[src/logic/dtc_map.vh]
// constants for the dual timer/counter block: register offsets, field positions, timing
// assumes a 32-bit apb slave, one register per aligned word
`ifndef DTC_MAP_VH
`define DTC_MAP_VH
// ******************************************
// register byte offsets
// ******************************************
`define DTC_OFS_MODE   12'h000
`define DTC_OFS_CTRL   12'h004
`define DTC_OFS_CNT0   12'h008
`define DTC_OFS_CNT1   12'h00C
`define DTC_OFS_CFG    12'h010
`define DTC_OFS_ACK    12'h014
// ******************************************
// mode register fields (per timer nibble)
// ******************************************
`define DTC_GATE_BIT   3
`define DTC_SRC_BIT    2
`define DTC_MODE_HI    1
`define DTC_MODE_LO    0
// ******************************************
// control register fields
// ******************************************
`define DTC_OVF1_BIT   7
`define DTC_RUN1_BIT   6
`define DTC_OVF0_BIT   5
`define DTC_RUN0_BIT   4
`define DTC_EXF1_BIT   3
`define DTC_EXT1_BIT   2
`define DTC_EXF0_BIT   1
`define DTC_EXT0_BIT   0
// ******************************************
// reset values and timing
// ******************************************
`define DTC_RST_BYTE   8'h00
`define DTC_OSC_HZ     50000000
`define DTC_DIV_FAST   4'd6
`define DTC_DIV_SLOW   4'd12
`endif

[src/logic/dtc_top.v]
// dual timer/counter with apb register access
// assumes count and irq pins synchronous to CLK_IN
// and a wait-free apb master for all registers
`timescale 1ns/1ps
`include "dtc_map.vh"
// Function
// four modes per timer via mode pair
// mode 0 is 13-bit, high plus low five
// rollover sets the overflow flag
// count when run and (no gate or pin high)
// setting run never alters the count
// gate bits at mode bits 7 and 3
// mode 1 uses full 16 bits
// mode 2 low byte reloads from high
// timer 1 in mode 3 holds count
// timer 0 mode 3 low byte own counter
// split high byte counts cycles, uses run/flag one
// timer 1 restarts leaving its mode 3
// tick is osc/6 or osc/12, or pin
// software sets and clears run bits
// flags cleared on vector or by software
// type bit picks edge or level trigger
module dtc_top (
   // clock and reset
   input  wire        CLK_IN,
   input  wire        RST_B_IN,
   // apb slave
   input  wire        PSEL_IN,
   input  wire        PENABLE_IN,
   input  wire        PWRITE_IN,
   input  wire [11:0] PADDR_IN,
   input  wire [31:0] PWDATA_IN,
   output reg  [31:0] PRDATA_OUT,
   output reg         PREADY_OUT,
   output reg         PSLVERR_OUT,
   // pins
   input  wire        COUNT_INPUT_PIN_ZERO_IN,
   input  wire        COUNT_INPUT_PIN_ONE_IN,
   input  wire        EXTERNAL_IRQ_PIN_ZERO_IN,
   input  wire        EXTERNAL_IRQ_PIN_ONE_IN,
   // interrupt vector acknowledges from the core
   input  wire [3:0]  VECTOR_ACK_IN,   // 0 ovf0, 1 ovf1, 2 ext0, 3 ext1
   // flags to interrupt logic
   output reg         OVERFLOW_FLAG_ZERO_OUT,
   output reg         OVERFLOW_FLAG_ONE_OUT,
   output reg         EXT_IRQ_FLAG_ZERO_OUT,
   output reg         EXT_IRQ_FLAG_ONE_OUT
);
   // ******************************************
   // state
   // ******************************************
   // the two bytes below hold the control part of the software
   // view: mode nibbles and run/flag/type bits;
   // the count words live inside the units.
   // pin history starts high, so a pin resting
   // idle after reset is no falling edge.
   // the divide select sits in its own word
   // and picks the tick for both timers.
   // run bits gate counting, never load it.
   reg  [7:0]  timer_mode_register_q;     // gate, source, mode pair x2
   reg  [7:0]  timer_run_flag_control_q;  // run bits, flags, type bits
   reg  [7:0]  timer_run_flag_control_d;
   reg         fast_q;                    // 1 = divide by 6
   reg  [1:0]  pin_q;                     // previous count pin levels
   reg  [1:0]  irq_q;                     // previous irq pin levels
   wire        tick_w;                    // machine cycle pulse
   wire [15:0] cnt0_w;
   wire [15:0] cnt1_w;
   wire        ovf0_w;
   wire        ovf0h_w;
   wire        ovf1_w;
   wire        ovf1h_w;
   wire        split_w;                   // timer 0 in mode 3
   wire [1:0]  src_w;                     // source pulses per timer
   wire [1:0]  en_w;                      // gated count enables
   wire [1:0]  ext_edge_w;
   wire        setup_w;
   wire        wr_w;
   wire        wr_cnt0_w;
   wire        wr_cnt1_w;
   wire [1:0]  irq_pin_w;
   wire [1:0]  cnt_pin_w;
   // ******************************************
   // helpers
   // ******************************************
   // one compare per offset; it serves writes
   // and the error response, while the read mux
   // has its own case, so a new register needs an entry in each place.
   function hit;  // address decode
      input [11:0] a;
      input [11:0] ofs;
      begin
         hit = (a == ofs);
      end
   endfunction
   // a transfer is answered the cycle after its
   // setup: ready is high in the first access
   // cycle and a write lands on that edge.
   // no wait states are ever inserted.
   assign setup_w   = PSEL_IN && !PENABLE_IN;
   // write strobe: access cycle with ready
   assign wr_w      = PSEL_IN && PENABLE_IN && PWRITE_IN && PREADY_OUT;
   // count writes go straight into the units
   assign wr_cnt0_w = wr_w && hit(PADDR_IN, `DTC_OFS_CNT0);
   assign wr_cnt1_w = wr_w && hit(PADDR_IN, `DTC_OFS_CNT1);
   // pins gathered by timer index
   assign irq_pin_w = {EXTERNAL_IRQ_PIN_ONE_IN, EXTERNAL_IRQ_PIN_ZERO_IN};
   assign cnt_pin_w = {COUNT_INPUT_PIN_ONE_IN, COUNT_INPUT_PIN_ZERO_IN};
   // timer 0 in mode 3 splits into two bytes
   assign split_w   = (timer_mode_register_q[1:0] == 2'd3);
   // ******************************************
   // source, gate and edge detection per timer
   // ******************************************
   // with the source bit set a unit counts
   // falling pin events, at most one a clock,
   // so a pin level must hold a clock each.
   // otherwise it counts machine-cycle ticks.
   // the gate lets a high irq pin enable the
   // count, which measures a high pulse width.
   genvar i;
   generate
      for (i = 0; i < 2; i = i + 1) begin : g_src
         // pin counts falling events, else machine cycles R13
         assign src_w[i] = timer_mode_register_q[4*i + `DTC_SRC_BIT] ?
                           (pin_q[i] && !cnt_pin_w[i]) : tick_w;
         // run and (gate off or irq pin high) R4 R6
         assign en_w[i] = src_w[i] &&
                          timer_run_flag_control_q[`DTC_RUN0_BIT + 2*i] &&
                          (!timer_mode_register_q[4*i + `DTC_GATE_BIT] || irq_pin_w[i]);
         // irq pin falling edge for edge mode
         assign ext_edge_w[i] = irq_q[i] && !irq_pin_w[i];
      end
   endgenerate
   // ******************************************
   // pin history
   // ******************************************
   // one flop per pin, compared with the live
   // level to find falling edges; pins are
   // taken as already synchronous.
   always @(posedge CLK_IN or negedge RST_B_IN) begin
      if (!RST_B_IN) begin
         // idle high, no false edge after reset
         pin_q <= 2'b11;
         irq_q <= 2'b11;
      end else begin
         pin_q <= cnt_pin_w;
         irq_q <= irq_pin_w;
      end
   end
   // ******************************************
   // units
   // ******************************************
   // one shared divider makes the tick for
   // both timers; it runs freely, so the first
   // tick after a run bit is set may come
   // anywhere in one divide period.
   // nothing resets its phase but reset.
   dtc_prescale u_pre (
      .clk_in   (CLK_IN),
      .rst_b_in (RST_B_IN),
      .fast_in  (fast_q),
      .tick_out (tick_w)
   );
   // timer 0 is the only unit that splits;
   // its high byte then ignores gate and source.
   // timer 0; split high byte runs from run bit one on cycles R11
   dtc_unit u_t0 (
      .clk_in     (CLK_IN),
      .rst_b_in   (RST_B_IN),
      .mode_in    (timer_mode_register_q[1:0]),
      .cnt_en_in  (en_w[0]),
      .hi_en_in   (tick_w && timer_run_flag_control_q[`DTC_RUN1_BIT]),
      .split_in   (split_w),
      .wr_in      (wr_cnt0_w),
      .wdata_in   (PWDATA_IN[15:0]),
      .cnt_out    (cnt0_w),
      .ovf_lo_out (ovf0_w),
      .ovf_hi_out (ovf0h_w)
   );
   // timer 1 still counts while timer 0 is
   // split, but its overflow sets no flag.
   // timer 1 holds in mode 3, resumes on leaving it R9 R12
   dtc_unit u_t1 (
      .clk_in     (CLK_IN),
      .rst_b_in   (RST_B_IN),
      .mode_in    (timer_mode_register_q[5:4]),
      .cnt_en_in  (en_w[1] && timer_mode_register_q[5:4] != 2'd3),
      .hi_en_in   (1'b0),
      .split_in   (1'b0),
      .wr_in      (wr_cnt1_w),
      .wdata_in   (PWDATA_IN[15:0]),
      .cnt_out    (cnt1_w),
      .ovf_lo_out (ovf1_w),
      .ovf_hi_out (ovf1h_w)
   );
   // ******************************************
   // control register next value
   // ******************************************
   // step order is the priority: software
   // write, then vector clears, then hardware
   // sets, so an event meeting a clear is kept.
   // in level mode the ext flag copies the
   // inverted pin and cannot be cleared.
   // the type bit used is the stored one.
   always @* begin
      timer_run_flag_control_d = timer_run_flag_control_q;
      // default above holds every bit
      // software write of all bits, run bits included R14 R5
      if (wr_w && hit(PADDR_IN, `DTC_OFS_CTRL)) begin
         timer_run_flag_control_d = PWDATA_IN[7:0];
      end
      // vector acknowledge clears flags R15
      if (VECTOR_ACK_IN[0]) timer_run_flag_control_d[`DTC_OVF0_BIT] = 1'b0;
      if (VECTOR_ACK_IN[1]) timer_run_flag_control_d[`DTC_OVF1_BIT] = 1'b0;
      // ack clears an ext flag in edge mode only
      if (VECTOR_ACK_IN[2] && timer_run_flag_control_q[`DTC_EXT0_BIT]) begin
         timer_run_flag_control_d[`DTC_EXF0_BIT] = 1'b0;
      end
      if (VECTOR_ACK_IN[3] && timer_run_flag_control_q[`DTC_EXT1_BIT]) begin
         timer_run_flag_control_d[`DTC_EXF1_BIT] = 1'b0;
      end
      // hardware sets win over clears R3 R11
      if (ovf0_w) timer_run_flag_control_d[`DTC_OVF0_BIT] = 1'b1;
      // when split, flag one is the high byte's
      if (split_w ? ovf0h_w : ovf1_w) timer_run_flag_control_d[`DTC_OVF1_BIT] = 1'b1;
      // edge mode: latch falling edge; level mode: follow low pin R16
      if (timer_run_flag_control_q[`DTC_EXT0_BIT]) begin
         if (ext_edge_w[0]) timer_run_flag_control_d[`DTC_EXF0_BIT] = 1'b1;
      end else begin
         timer_run_flag_control_d[`DTC_EXF0_BIT] = !irq_pin_w[0];
      end
      if (timer_run_flag_control_q[`DTC_EXT1_BIT]) begin
         if (ext_edge_w[1]) timer_run_flag_control_d[`DTC_EXF1_BIT] = 1'b1;
      end else begin
         timer_run_flag_control_d[`DTC_EXF1_BIT] = !irq_pin_w[1];
      end
   end
   // ******************************************
   // registers and apb
   // ******************************************
   always @(posedge CLK_IN or negedge RST_B_IN) begin
      if (!RST_B_IN) begin
         timer_mode_register_q    <= `DTC_RST_BYTE;
         timer_run_flag_control_q <= `DTC_RST_BYTE;
         fast_q                   <= 1'b0;
         // bus outputs idle low
         PRDATA_OUT               <= 32'h0000_0000;
         PREADY_OUT               <= 1'b0;
         PSLVERR_OUT              <= 1'b0;
         // all flags clear
         OVERFLOW_FLAG_ZERO_OUT   <= 1'b0;
         OVERFLOW_FLAG_ONE_OUT    <= 1'b0;
         EXT_IRQ_FLAG_ZERO_OUT    <= 1'b0;
         EXT_IRQ_FLAG_ONE_OUT     <= 1'b0;
      end else begin
         // flag outputs copy the same next value
         // as the control byte: both move together
         timer_run_flag_control_q <= timer_run_flag_control_d;
         OVERFLOW_FLAG_ZERO_OUT   <= timer_run_flag_control_d[`DTC_OVF0_BIT];
         OVERFLOW_FLAG_ONE_OUT    <= timer_run_flag_control_d[`DTC_OVF1_BIT];
         EXT_IRQ_FLAG_ZERO_OUT    <= timer_run_flag_control_d[`DTC_EXF0_BIT];
         EXT_IRQ_FLAG_ONE_OUT     <= timer_run_flag_control_d[`DTC_EXF1_BIT];
         // mode register and clock config writes R1
         if (wr_w && hit(PADDR_IN, `DTC_OFS_MODE)) begin
            timer_mode_register_q <= PWDATA_IN[7:0];
         end
         // 1 picks the six-clock tick, 0 twelve
         if (wr_w && hit(PADDR_IN, `DTC_OFS_CFG)) begin
            fast_q <= PWDATA_IN[0];
         end
         // read data are taken at setup, so a
         // write in the same transfer is not seen
         // answer one cycle after setup
         PREADY_OUT  <= setup_w;
         PSLVERR_OUT <= 1'b0;
         if (setup_w) begin
            // unmapped: write ignored, read 0
            PSLVERR_OUT <= !(hit(PADDR_IN, `DTC_OFS_MODE) || hit(PADDR_IN, `DTC_OFS_CTRL) ||
                             hit(PADDR_IN, `DTC_OFS_CNT0) || hit(PADDR_IN, `DTC_OFS_CNT1) ||
                             hit(PADDR_IN, `DTC_OFS_CFG));
            // read mux, unused upper bits read 0
            case (PADDR_IN)
               `DTC_OFS_MODE: PRDATA_OUT <= {24'h00_0000, timer_mode_register_q};
               `DTC_OFS_CTRL: PRDATA_OUT <= {24'h00_0000, timer_run_flag_control_q};
               `DTC_OFS_CNT0: PRDATA_OUT <= {16'h0000, cnt0_w};
               `DTC_OFS_CNT1: PRDATA_OUT <= {16'h0000, cnt1_w};
               `DTC_OFS_CFG:  PRDATA_OUT <= {31'h0000_0000, fast_q};
               default:       PRDATA_OUT <= 32'h0000_0000;
            endcase
         end
      end
   end
endmodule // dtc_top

[src/logic/dtc_prescale.v]
// machine-cycle tick generator: one pulse every 6 or 12 clocks
// assumes clk_in is the oscillator
`timescale 1ns/1ps
module dtc_prescale (
   // clock and reset
   input  wire       clk_in,
   input  wire       rst_b_in,
   // divide select: 1 = divide by 6
   input  wire       fast_in,
   // one-cycle tick
   output reg        tick_out
);
`include "dtc_map.vh"
   reg  [3:0] cnt_q;       // oscillator period count
   wire [3:0] last_w;      // terminal count
   assign last_w = fast_in ? (`DTC_DIV_FAST - 4'd1) : (`DTC_DIV_SLOW - 4'd1);
   // ******************************************
   // divider
   // ******************************************
   always @(posedge clk_in or negedge rst_b_in) begin
      if (!rst_b_in) begin
         cnt_q    <= 4'h0;
         tick_out <= 1'b0;
      end else if (cnt_q >= last_w) begin
         cnt_q    <= 4'h0;   // wrap and tick R13
         tick_out <= 1'b1;
      end else begin
         cnt_q    <= cnt_q + 4'h1;
         tick_out <= 1'b0;
      end
   end
endmodule // dtc_prescale

[src/logic/dtc_unit.v]
// one 16-bit timer/counter unit with modes 0, 1, 2 and split mode 3
// assumes count enable and writes come from the parent
`timescale 1ns/1ps
module dtc_unit (
   // clock and reset
   input  wire        clk_in,
   input  wire        rst_b_in,
   // control
   input  wire [1:0]  mode_in,     // mode pair
   input  wire        cnt_en_in,   // gated count pulse for low part
   input  wire        hi_en_in,    // separate high byte count (split mode)
   input  wire        split_in,    // low and high bytes independent
   // software write
   input  wire        wr_in,
   input  wire [15:0] wdata_in,
   // state
   output reg  [15:0] cnt_out,
   output reg         ovf_lo_out,  // overflow of the normal/low counter
   output reg         ovf_hi_out   // overflow of split high byte
);
   reg [15:0] cnt_d;
   reg        ovf_lo_d;
   reg        ovf_hi_d;
   // ******************************************
   // next count
   // ******************************************
   always @* begin
      cnt_d    = cnt_out;
      ovf_lo_d = 1'b0;
      ovf_hi_d = 1'b0;
      if (cnt_en_in) begin
         if (split_in || mode_in == 2'd3) begin
            cnt_d[7:0] = cnt_out[7:0] + 8'h01;
            ovf_lo_d   = (cnt_out[7:0] == 8'hFF);
         end else begin
            case (mode_in)
               2'd0: begin
                  cnt_d[4:0] = cnt_out[4:0] + 5'h01;
                  if (cnt_out[4:0] == 5'h1F) begin
                     cnt_d[15:8] = cnt_out[15:8] + 8'h01;
                     ovf_lo_d    = (cnt_out[15:8] == 8'hFF);
                  end
               end
               2'd1: begin
                  cnt_d    = cnt_out + 16'h0001;
                  ovf_lo_d = (cnt_out == 16'hFFFF);
               end
               default: begin
                  if (cnt_out[7:0] == 8'hFF) begin
                     cnt_d[7:0] = cnt_out[15:8];
                     ovf_lo_d   = 1'b1;
                  end else begin
                     cnt_d[7:0] = cnt_out[7:0] + 8'h01;
                  end
               end
            endcase
         end
      end
      if (split_in && hi_en_in) begin
         cnt_d[15:8] = cnt_out[15:8] + 8'h01;
         ovf_hi_d    = (cnt_out[15:8] == 8'hFF);
      end
      if (wr_in) begin
         cnt_d = wdata_in;   // software load wins over counting
      end
   end
   // ******************************************
   // registers
   // ******************************************
   always @(posedge clk_in or negedge rst_b_in) begin
      if (!rst_b_in) begin
         cnt_out    <= 16'h0000;
         ovf_lo_out <= 1'b0;
         ovf_hi_out <= 1'b0;
      end else begin
         cnt_out    <= cnt_d;
         ovf_lo_out <= ovf_lo_d;
         ovf_hi_out <= ovf_hi_d;
      end
   end
endmodule // dtc_unit

[config.mk]
export PLATFORM = sky130hd
export DESIGN_NAME = dtc_top
export DESIGN_NICKNAME = d
export VERILOG_FILES = /design/src/logic/dtc_top.v /design/src/logic/dtc_prescale.v /design/src/logic/dtc_unit.v
export VERILOG_INCLUDE_DIRS = /design/src /design/src/logic
export SDC_FILE = /design/constraint.sdc
export NUM_CORES = 1
export LEC_CHECK = 0
export BUFFER_PORTS_ARGS = -buffer_cell sky130_fd_sc_hd__buf_4
export CAP_MARGIN = 5
export CELL_PAD_IN_SITES_DETAIL_PLACEMENT = 0
export CELL_PAD_IN_SITES_GLOBAL_PLACEMENT = 2
export CORE_MARGIN = 2
export CORE_UTILIZATION = 39
export CTS_BUF_LIST = sky130_fd_sc_hd__clkbuf_4
export DETAILED_ROUTE_END_ITERATION = 16
export GPL_TIMING_DRIVEN = 0
export PLACE_DENSITY = 0.95
export SLEW_MARGIN = 0
export SYNTH_ARGS = -nofsm -noshare
export SYNTH_HDL_FRONTEND = slang
export SYNTH_SLANG_ARGS = --single-unit
[constraint.sdc]
create_clock -name CLK_IN -period 4.1 [get_ports CLK_IN]
set_input_delay 0 -clock CLK_IN [delete_from_list [all_inputs] [get_ports CLK_IN]]
set_output_delay 0 -clock CLK_IN [all_outputs]
set_load 0.1 [all_outputs]
* Yosys cells after proc, flatten, opt, wreduce, memory -nomap -nowiden *
Cells that the tools add are included.

word-level totals
  memories kept = 0
  output and inout bits = 38
  memory bits (writable) = 0
  bits in read-only memories = 0
  input bits = 57
  bits in registers = 99
  bits in latches = 0

operators by class
  add/subtract/negate cells = 9
  reduce and logical (&&, ||, !) cells = 48
  $mul = 0
  mux-type cells = 49
  divide/modulo/power cells = 0
  magnitude comparators = 1
  bitwise operators = 0
  eq/ne operators = 23
  shift-type cells = 0

operators by type and width
  operator                                                                  number
  8-bit 2-to-1 mux                                                          10
  16-bit one-hot mux with 5 select lines                                    1
  16-bit 2-to-1 mux                                                         4
  16-bit by 1-bit adder with 16-bit output (second input constant)          2
  8-bit by 1-bit adder with 8-bit output (second input constant)            4
  16-bit equality test (second input constant)                              2
  8-bit equality test (second input constant)                               4
  8-bit one-hot mux with 2 select lines                                     2
  12-bit by 4-bit equality test with 1-bit output (second input constant)   2
  1-bit 2-to-1 mux                                                          24
  1-bit logical AND                                                         22
  5-bit one-hot mux with 2 select lines                                     2
  12-bit by 3-bit equality test with 1-bit output (second input constant)   1
  12-bit by 5-bit equality test with 1-bit output (second input constant)   1
  12-bit zero test                                                          1
  3-bit one-hot mux with 2 select lines                                     2
  5-bit by 1-bit adder with 5-bit output (second input constant)            2
  5-bit equality test (second input constant)                               2
  3-bit by 1-bit inequality test with 1-bit output (second input constant)  3
  1-bit zero test                                                           8
  4-bit 2-to-1 mux                                                          2
  4-bit AND reduction                                                       2
  1-bit logical OR                                                          6
  3-bit nonzero test                                                        2
  other kinds (13)                                                          19

* Logic depth before layout (Yosys ltp) *
  depth in word-level cells = 8
  depth in mapped cells = 8
  mapped depth without buffers = 8

* Cells and area by module *
A second synthesis with hierarchy kept.

second synthesis, totals
  cell total of the unflattened synthesis = 520
  area total of the unflattened synthesis = 4922.2 µm²

by module, submodules not included
  module        area each (µm²)  instances  cells an instance
  dtc_unit      1178.6           2          140
  dtc_top       2318.5           1          218
  dtc_prescale  246.5            1          22

* Worst setup path before layout *
OpenSTA, ideal clock, no wires.

  path kind = reg-to-reg
  from = register PREADY_OUT
  to = register timer_run_flag_control_q[4]
  path buffers = 1
  stages on the path, launching flop included = 6
  path slack = 1.803 ns
  data arrival time = 2.172 ns
  path through = dfrtp_1 > and4_1 > nand4_4 > nor3b_2 > buf_6 > mux2_2

between the ends
  longest elaborated chain between the ends = 2

RTL lines
  item                      line           RTL
  start: declaration        dtc_top.v:34   output reg PREADY_OUT,
  start signal: assignment  dtc_top.v:274  PREADY_OUT <= setup_w;
  1-bit logical AND         dtc_top.v:102  assign wr_w = PSEL_IN && PENABLE_IN && PWRITE_IN && PREADY_OUT;
  1-bit logical AND         dtc_top.v:209  if (wr_w && hit(PADDR_IN, `DTC_OFS_CTRL)) begin
  end signal: assignment    dtc_top.v:244  timer_run_flag_control_q <= `DTC_RST_BYTE;
  end signal: assignment    dtc_top.v:258  timer_run_flag_control_q <= timer_run_flag_control_d;
  end: declaration          dtc_top.v:61   reg [7:0] timer_run_flag_control_q;

Every way passes these cells.
A chain may end at the register's enable or synchronous reset.

* Worst setup path after layout *
  from = register u_t1.cnt_out[0]
  to = register u_t1.cnt_out[14]

between the ends
  longest elaborated chain between the ends = 5

RTL lines
  item                                      line           RTL
  start: declaration                        dtc_unit.v:17  output reg [15:0] cnt_out,
  start signal: assignment                  dtc_unit.v:76  cnt_out <= cnt_d;
  16-bit by 1-bit adder with 16-bit output  dtc_unit.v:45  cnt_d = cnt_out + 16'h0001;
  8-bit one-hot mux with 2 select lines     dtc_unit.v:36  case (mode_in)
  8-bit 2-to-1 mux                          dtc_unit.v:32  if (split_in || mode_in == 2'd3) begin
  16-bit 2-to-1 mux                         dtc_unit.v:31  if (cnt_en_in) begin
  16-bit 2-to-1 mux                         dtc_unit.v:63  if (wr_in) begin

Several ways; a longest one is shown, not always the timed one. The select of a mux whose other input is x is not followed.

==> results.md <==
* dfrtp_1 (39%), nand2_1 (4.1%), mux2i_1 (4.0%), mux4_2 (3.8%), o21ai_0 (3.2%) — main area contributors after synthesis
* 79 — clk sink count
* 1129 — number of fillers in the final layout
* 669 — number of nets in the final layout
* 100% — share of synthesized registers carrying an async set or reset
* 18.3 um — post-detailed-route wirelength per cell
* 478 — Post-Synthesis Cells
* 9 — number of buffers inserted during clock tree synthesis
* flop — Critical Path Source Type
* 8 — peak fanout along the critical path
* 0 — DRC errors left
* 41.3% — share of the yosys chip area belonging to registers
* 4.48 ns — CP required
* 2610 um2 — area of the multi-input gates
* 0 — DRT antenna net count
* 0 — number of hold violations in the final report
* 30.9% — max-slew headroom at the worst pin
* 0 — antenna violations before repair
* 115 um — die span in y
* 5 — total iterations of the first detailed-routing run
* 71 — Distinct cells, synth
* 39.1% — portion of synthesized cell area occupied by the leading cell type
* 0 — number of enable-type register cells in the synthesized netlist
* 40 — number of core rows
* 3 — htree depth
* finished, final reports clean — run status
* 95 — io pins
* 0 ns — final total negative setup slack
* 260 nW/um2 — Power per Cell Area
* 40.0% — Initial Util
* 394 MHz — achievable frequency
* 3 — WHS Path Cells
* 4097 — total via count in the routed design
* 0.00267 uW — leakage power total
* 1980 um2 — footprint of the flip-flops and latches
* 0 — synthesis warning total
* 0 — setup-violating endpoint count in the final report
* yes — TritonCTS clock tree
* 13200 um2 — area enclosed by the die boundary
* 1.04 ns — slew at the pin closest to its max-slew limit
* PADDR_IN[2] — worst hold start
* u_t1.cnt_out[0]$_DFFE_PN0P_ — Critical Path Start
* 309 — number of DRC violations after detailed-routing iteration 0
* 5980 um2 — final non-filler cell area
* 4011 — number of global-route vias before repair
* 0.102 mV — IR drop worst, VDD
* flop — CP Capture Type
* in2reg — Worst Hold Class
* 10200 um — detailed-placement wirelength estimate
* 0.0224 ns — Final Skew
* 10.0 um2 — Post-Syn Area per Cell
* buf_4 (78), dfrtp_1 (75), nand2_1 (53) — most used cells in the layout excluding fill and tap cells
* 61.9% — final period utilization
* 24.5% — area growth from synthesis to final layout
* 2 — maximum count of clock buffers along a single path
* 0.14 ns — Worst-path clk slew
* buf_4 — commonest non-fill, non-tap cell in the layout
* dfrtp_1 — dominant synthesized flop cell
* 49.8% — Finished Core Util
* 2.92 ns — data arrival at the endpoint of the critical path
* 12000 um2 — Core ar.
* 2.54 ns — clock period minus worst slack
* 61 — Port Buffer Count
* 5.43 — ratio of routed vias to standard cells
* 21500 um — first-pass GRT wire length
* false — unrepaired setup endpoints after global routing
* dfrtp_1 — biggest area consumer among synthesized cells
* 8 — cell count of the worst reg-to-reg path
* 0.47 ns — Clk Latency, worst-skew pair
* 21.4% — Global Route Usage Sum
* 0 — CTS resizes
* 79 — register bit count reported by yosys
* 0.906 — routability-driven placement congestion ratio
* clkbuf_4 — clock root cell
* 0 — number of pins with negative max-slew slack in the final report
* reg2reg — category of the critical setup timing path
* 24.2% — share of post-route cells with drive strength above 1
* 0 — total global routing overflow
* 4800 um2 — synthesized cell area
* 80 — largest net degree at the start of global routing
* 115 um — chip width
* 13800 um — Detailed Route WL
* u_t1.cnt_out[0]$_DFFE_PN0P_ — Crit Reg-Reg Startpoint
* 5500 um2 — placed instance area
* 0 — Max Cap Violations
area by class of cell:
class	count	share of cell area, %
Antenna cell	1	0.0418
Buffer	35	3.58
Clock buffer	9	1.13
Clock inverter	7	0.669
Inverter	15	0.941
Multi-Input combinational cell	364	43.6
Sequential cell	79	33.1
Tap cell	147	3.07
Timing Repair Buffer	98	13.8
metrics by stage:
stage / hold WS [ns] / worst slack, ns / cells / power, uW
2_1_floorplan: -0.296 / 1.80 / 493 / 1040
5_1_grt: 0.0687 / 1.37 / 754 / 1630
4_1_cts: 0.0455 / 1.55 / 754 / 1570
3_5_place_dp: 0.121 / 1.57 / 701 / 1140
3_3_place_gp: 0.118 / 1.59 / 701 / 1130
6_report: 0.0662 / 1.56 / 755 / 1560
synthesized netlist by cell type (3+ instances only):
cell type	instances
mux4_2	8
nand3_1	12
o22ai_1	3
nor4_1	5
a32o_1	7
o21ai_0	31
nor2b_1	6
dfstp_2	4
o21ai_1	7
mux2i_1	19
xnor2_1	16
and2_1	3
xor2_1	5
nand2_1	53
buf_4	17
a21oi_1	16
mux2_2	9
buf_2	9
nand2b_1	6
and3_1	7
or3_1	3
and4_1	3
o211ai_1	5
nand4_1	8
a211oi_1	5
clkbuf_1	8
a31oi_1	11
nor3_1	7
a2111oi_2	6
ha_1	10
a21o_1	5
nor2_1	32
dfrtp_1	75
inv_1	15
registers in the layout (all words and copies together), names as in the netlist:
register                  cells
u_t0.ovf_lo_out               1
u_pre.cnt_q                   4
PSLVERR_OUT                   1
u_t1.cnt_out                 16
fast_q                        1
u_t1.ovf_lo_out               1
pin_q                         2
u_pre.tick_out                1
timer_run_flag_control_q      8
PRDATA_OUT                   16
u_t0.ovf_hi_out               1
timer_mode_register_q         8
irq_q                         2
PREADY_OUT                    1
u_t0.cnt_out                 16
worst max-delay path, cell delays in order (launching register included):
cell	delay (ns)
dfrtp_1	0.52
ha_1	0.31
and3_1	0.18
ha_1	0.18
o21bai_1	0.10
a2111oi_2	0.62
nand4_1	0.21
xor2_1	0.18
o21ai_0	0.14
cells by family (layout without fill, tap and decap cells):
kind of cell / after synthesis / count (layout) / share of synthesized area, %
AOI/OAI and AO/OA: 119 / 119 / 18.4
xor gates and xnor gates: 21 / 21 / 3.83
adders and majority gates: 10 / 10 / 2.60
buffers and inverters: 50 / 164 / 5.63
DFF: 79 / 79 / 41.3
muxes: 36 / 36 / 9.82
other: 1 / 17 / 0.0781
and+or+nand+nor: 162 / 162 / 18.4
worst paths after layout:
check	end	slack, ns
hold / removal	PRDATA_OUT[2]$_DFFE_PN0P_	0.07
setup / recovery	u_t1.cnt_out[14]$_DFFE_PN0P_	1.56
max in group asynchronous	u_t1.cnt_out[6]$_DFFE_PN0P_	3.18
setup reg to reg	u_t1.cnt_out[14]$_DFFE_PN0P_	1.56
hold reg to reg	PRDATA_OUT[9]$_DFFE_PN0P_	0.51
min in group asynchronous	PRDATA_OUT[0]$_DFFE_PN0P_	0.25
report_power, final:
group	switching, uW	internal (uW)	leakage (uW)
logic	192	114	0.00164
registers	30.4	810	0.000972
clock network	291	119	0.0000629
total	514	1040	0.00267
metal layers:
layer	vias up	share of wire [%]	global-route usage [%]
met5	-	0	0
met4	0	2.1	8.84
met3	20	5.3	3.32
met2	136	46	34.0
met1	1962	46	29.3
li1	1979	-	-
timing repair:
action | 4_1_cts | 5_1_grt
setup buffers | 0 | 0
hold buffers | 37 | 0
endpoints found under the hold margin | 130 | 0
setup endpoints to repair | 0 | 0
Note: power is estimated with default switching activity, not from simulation.
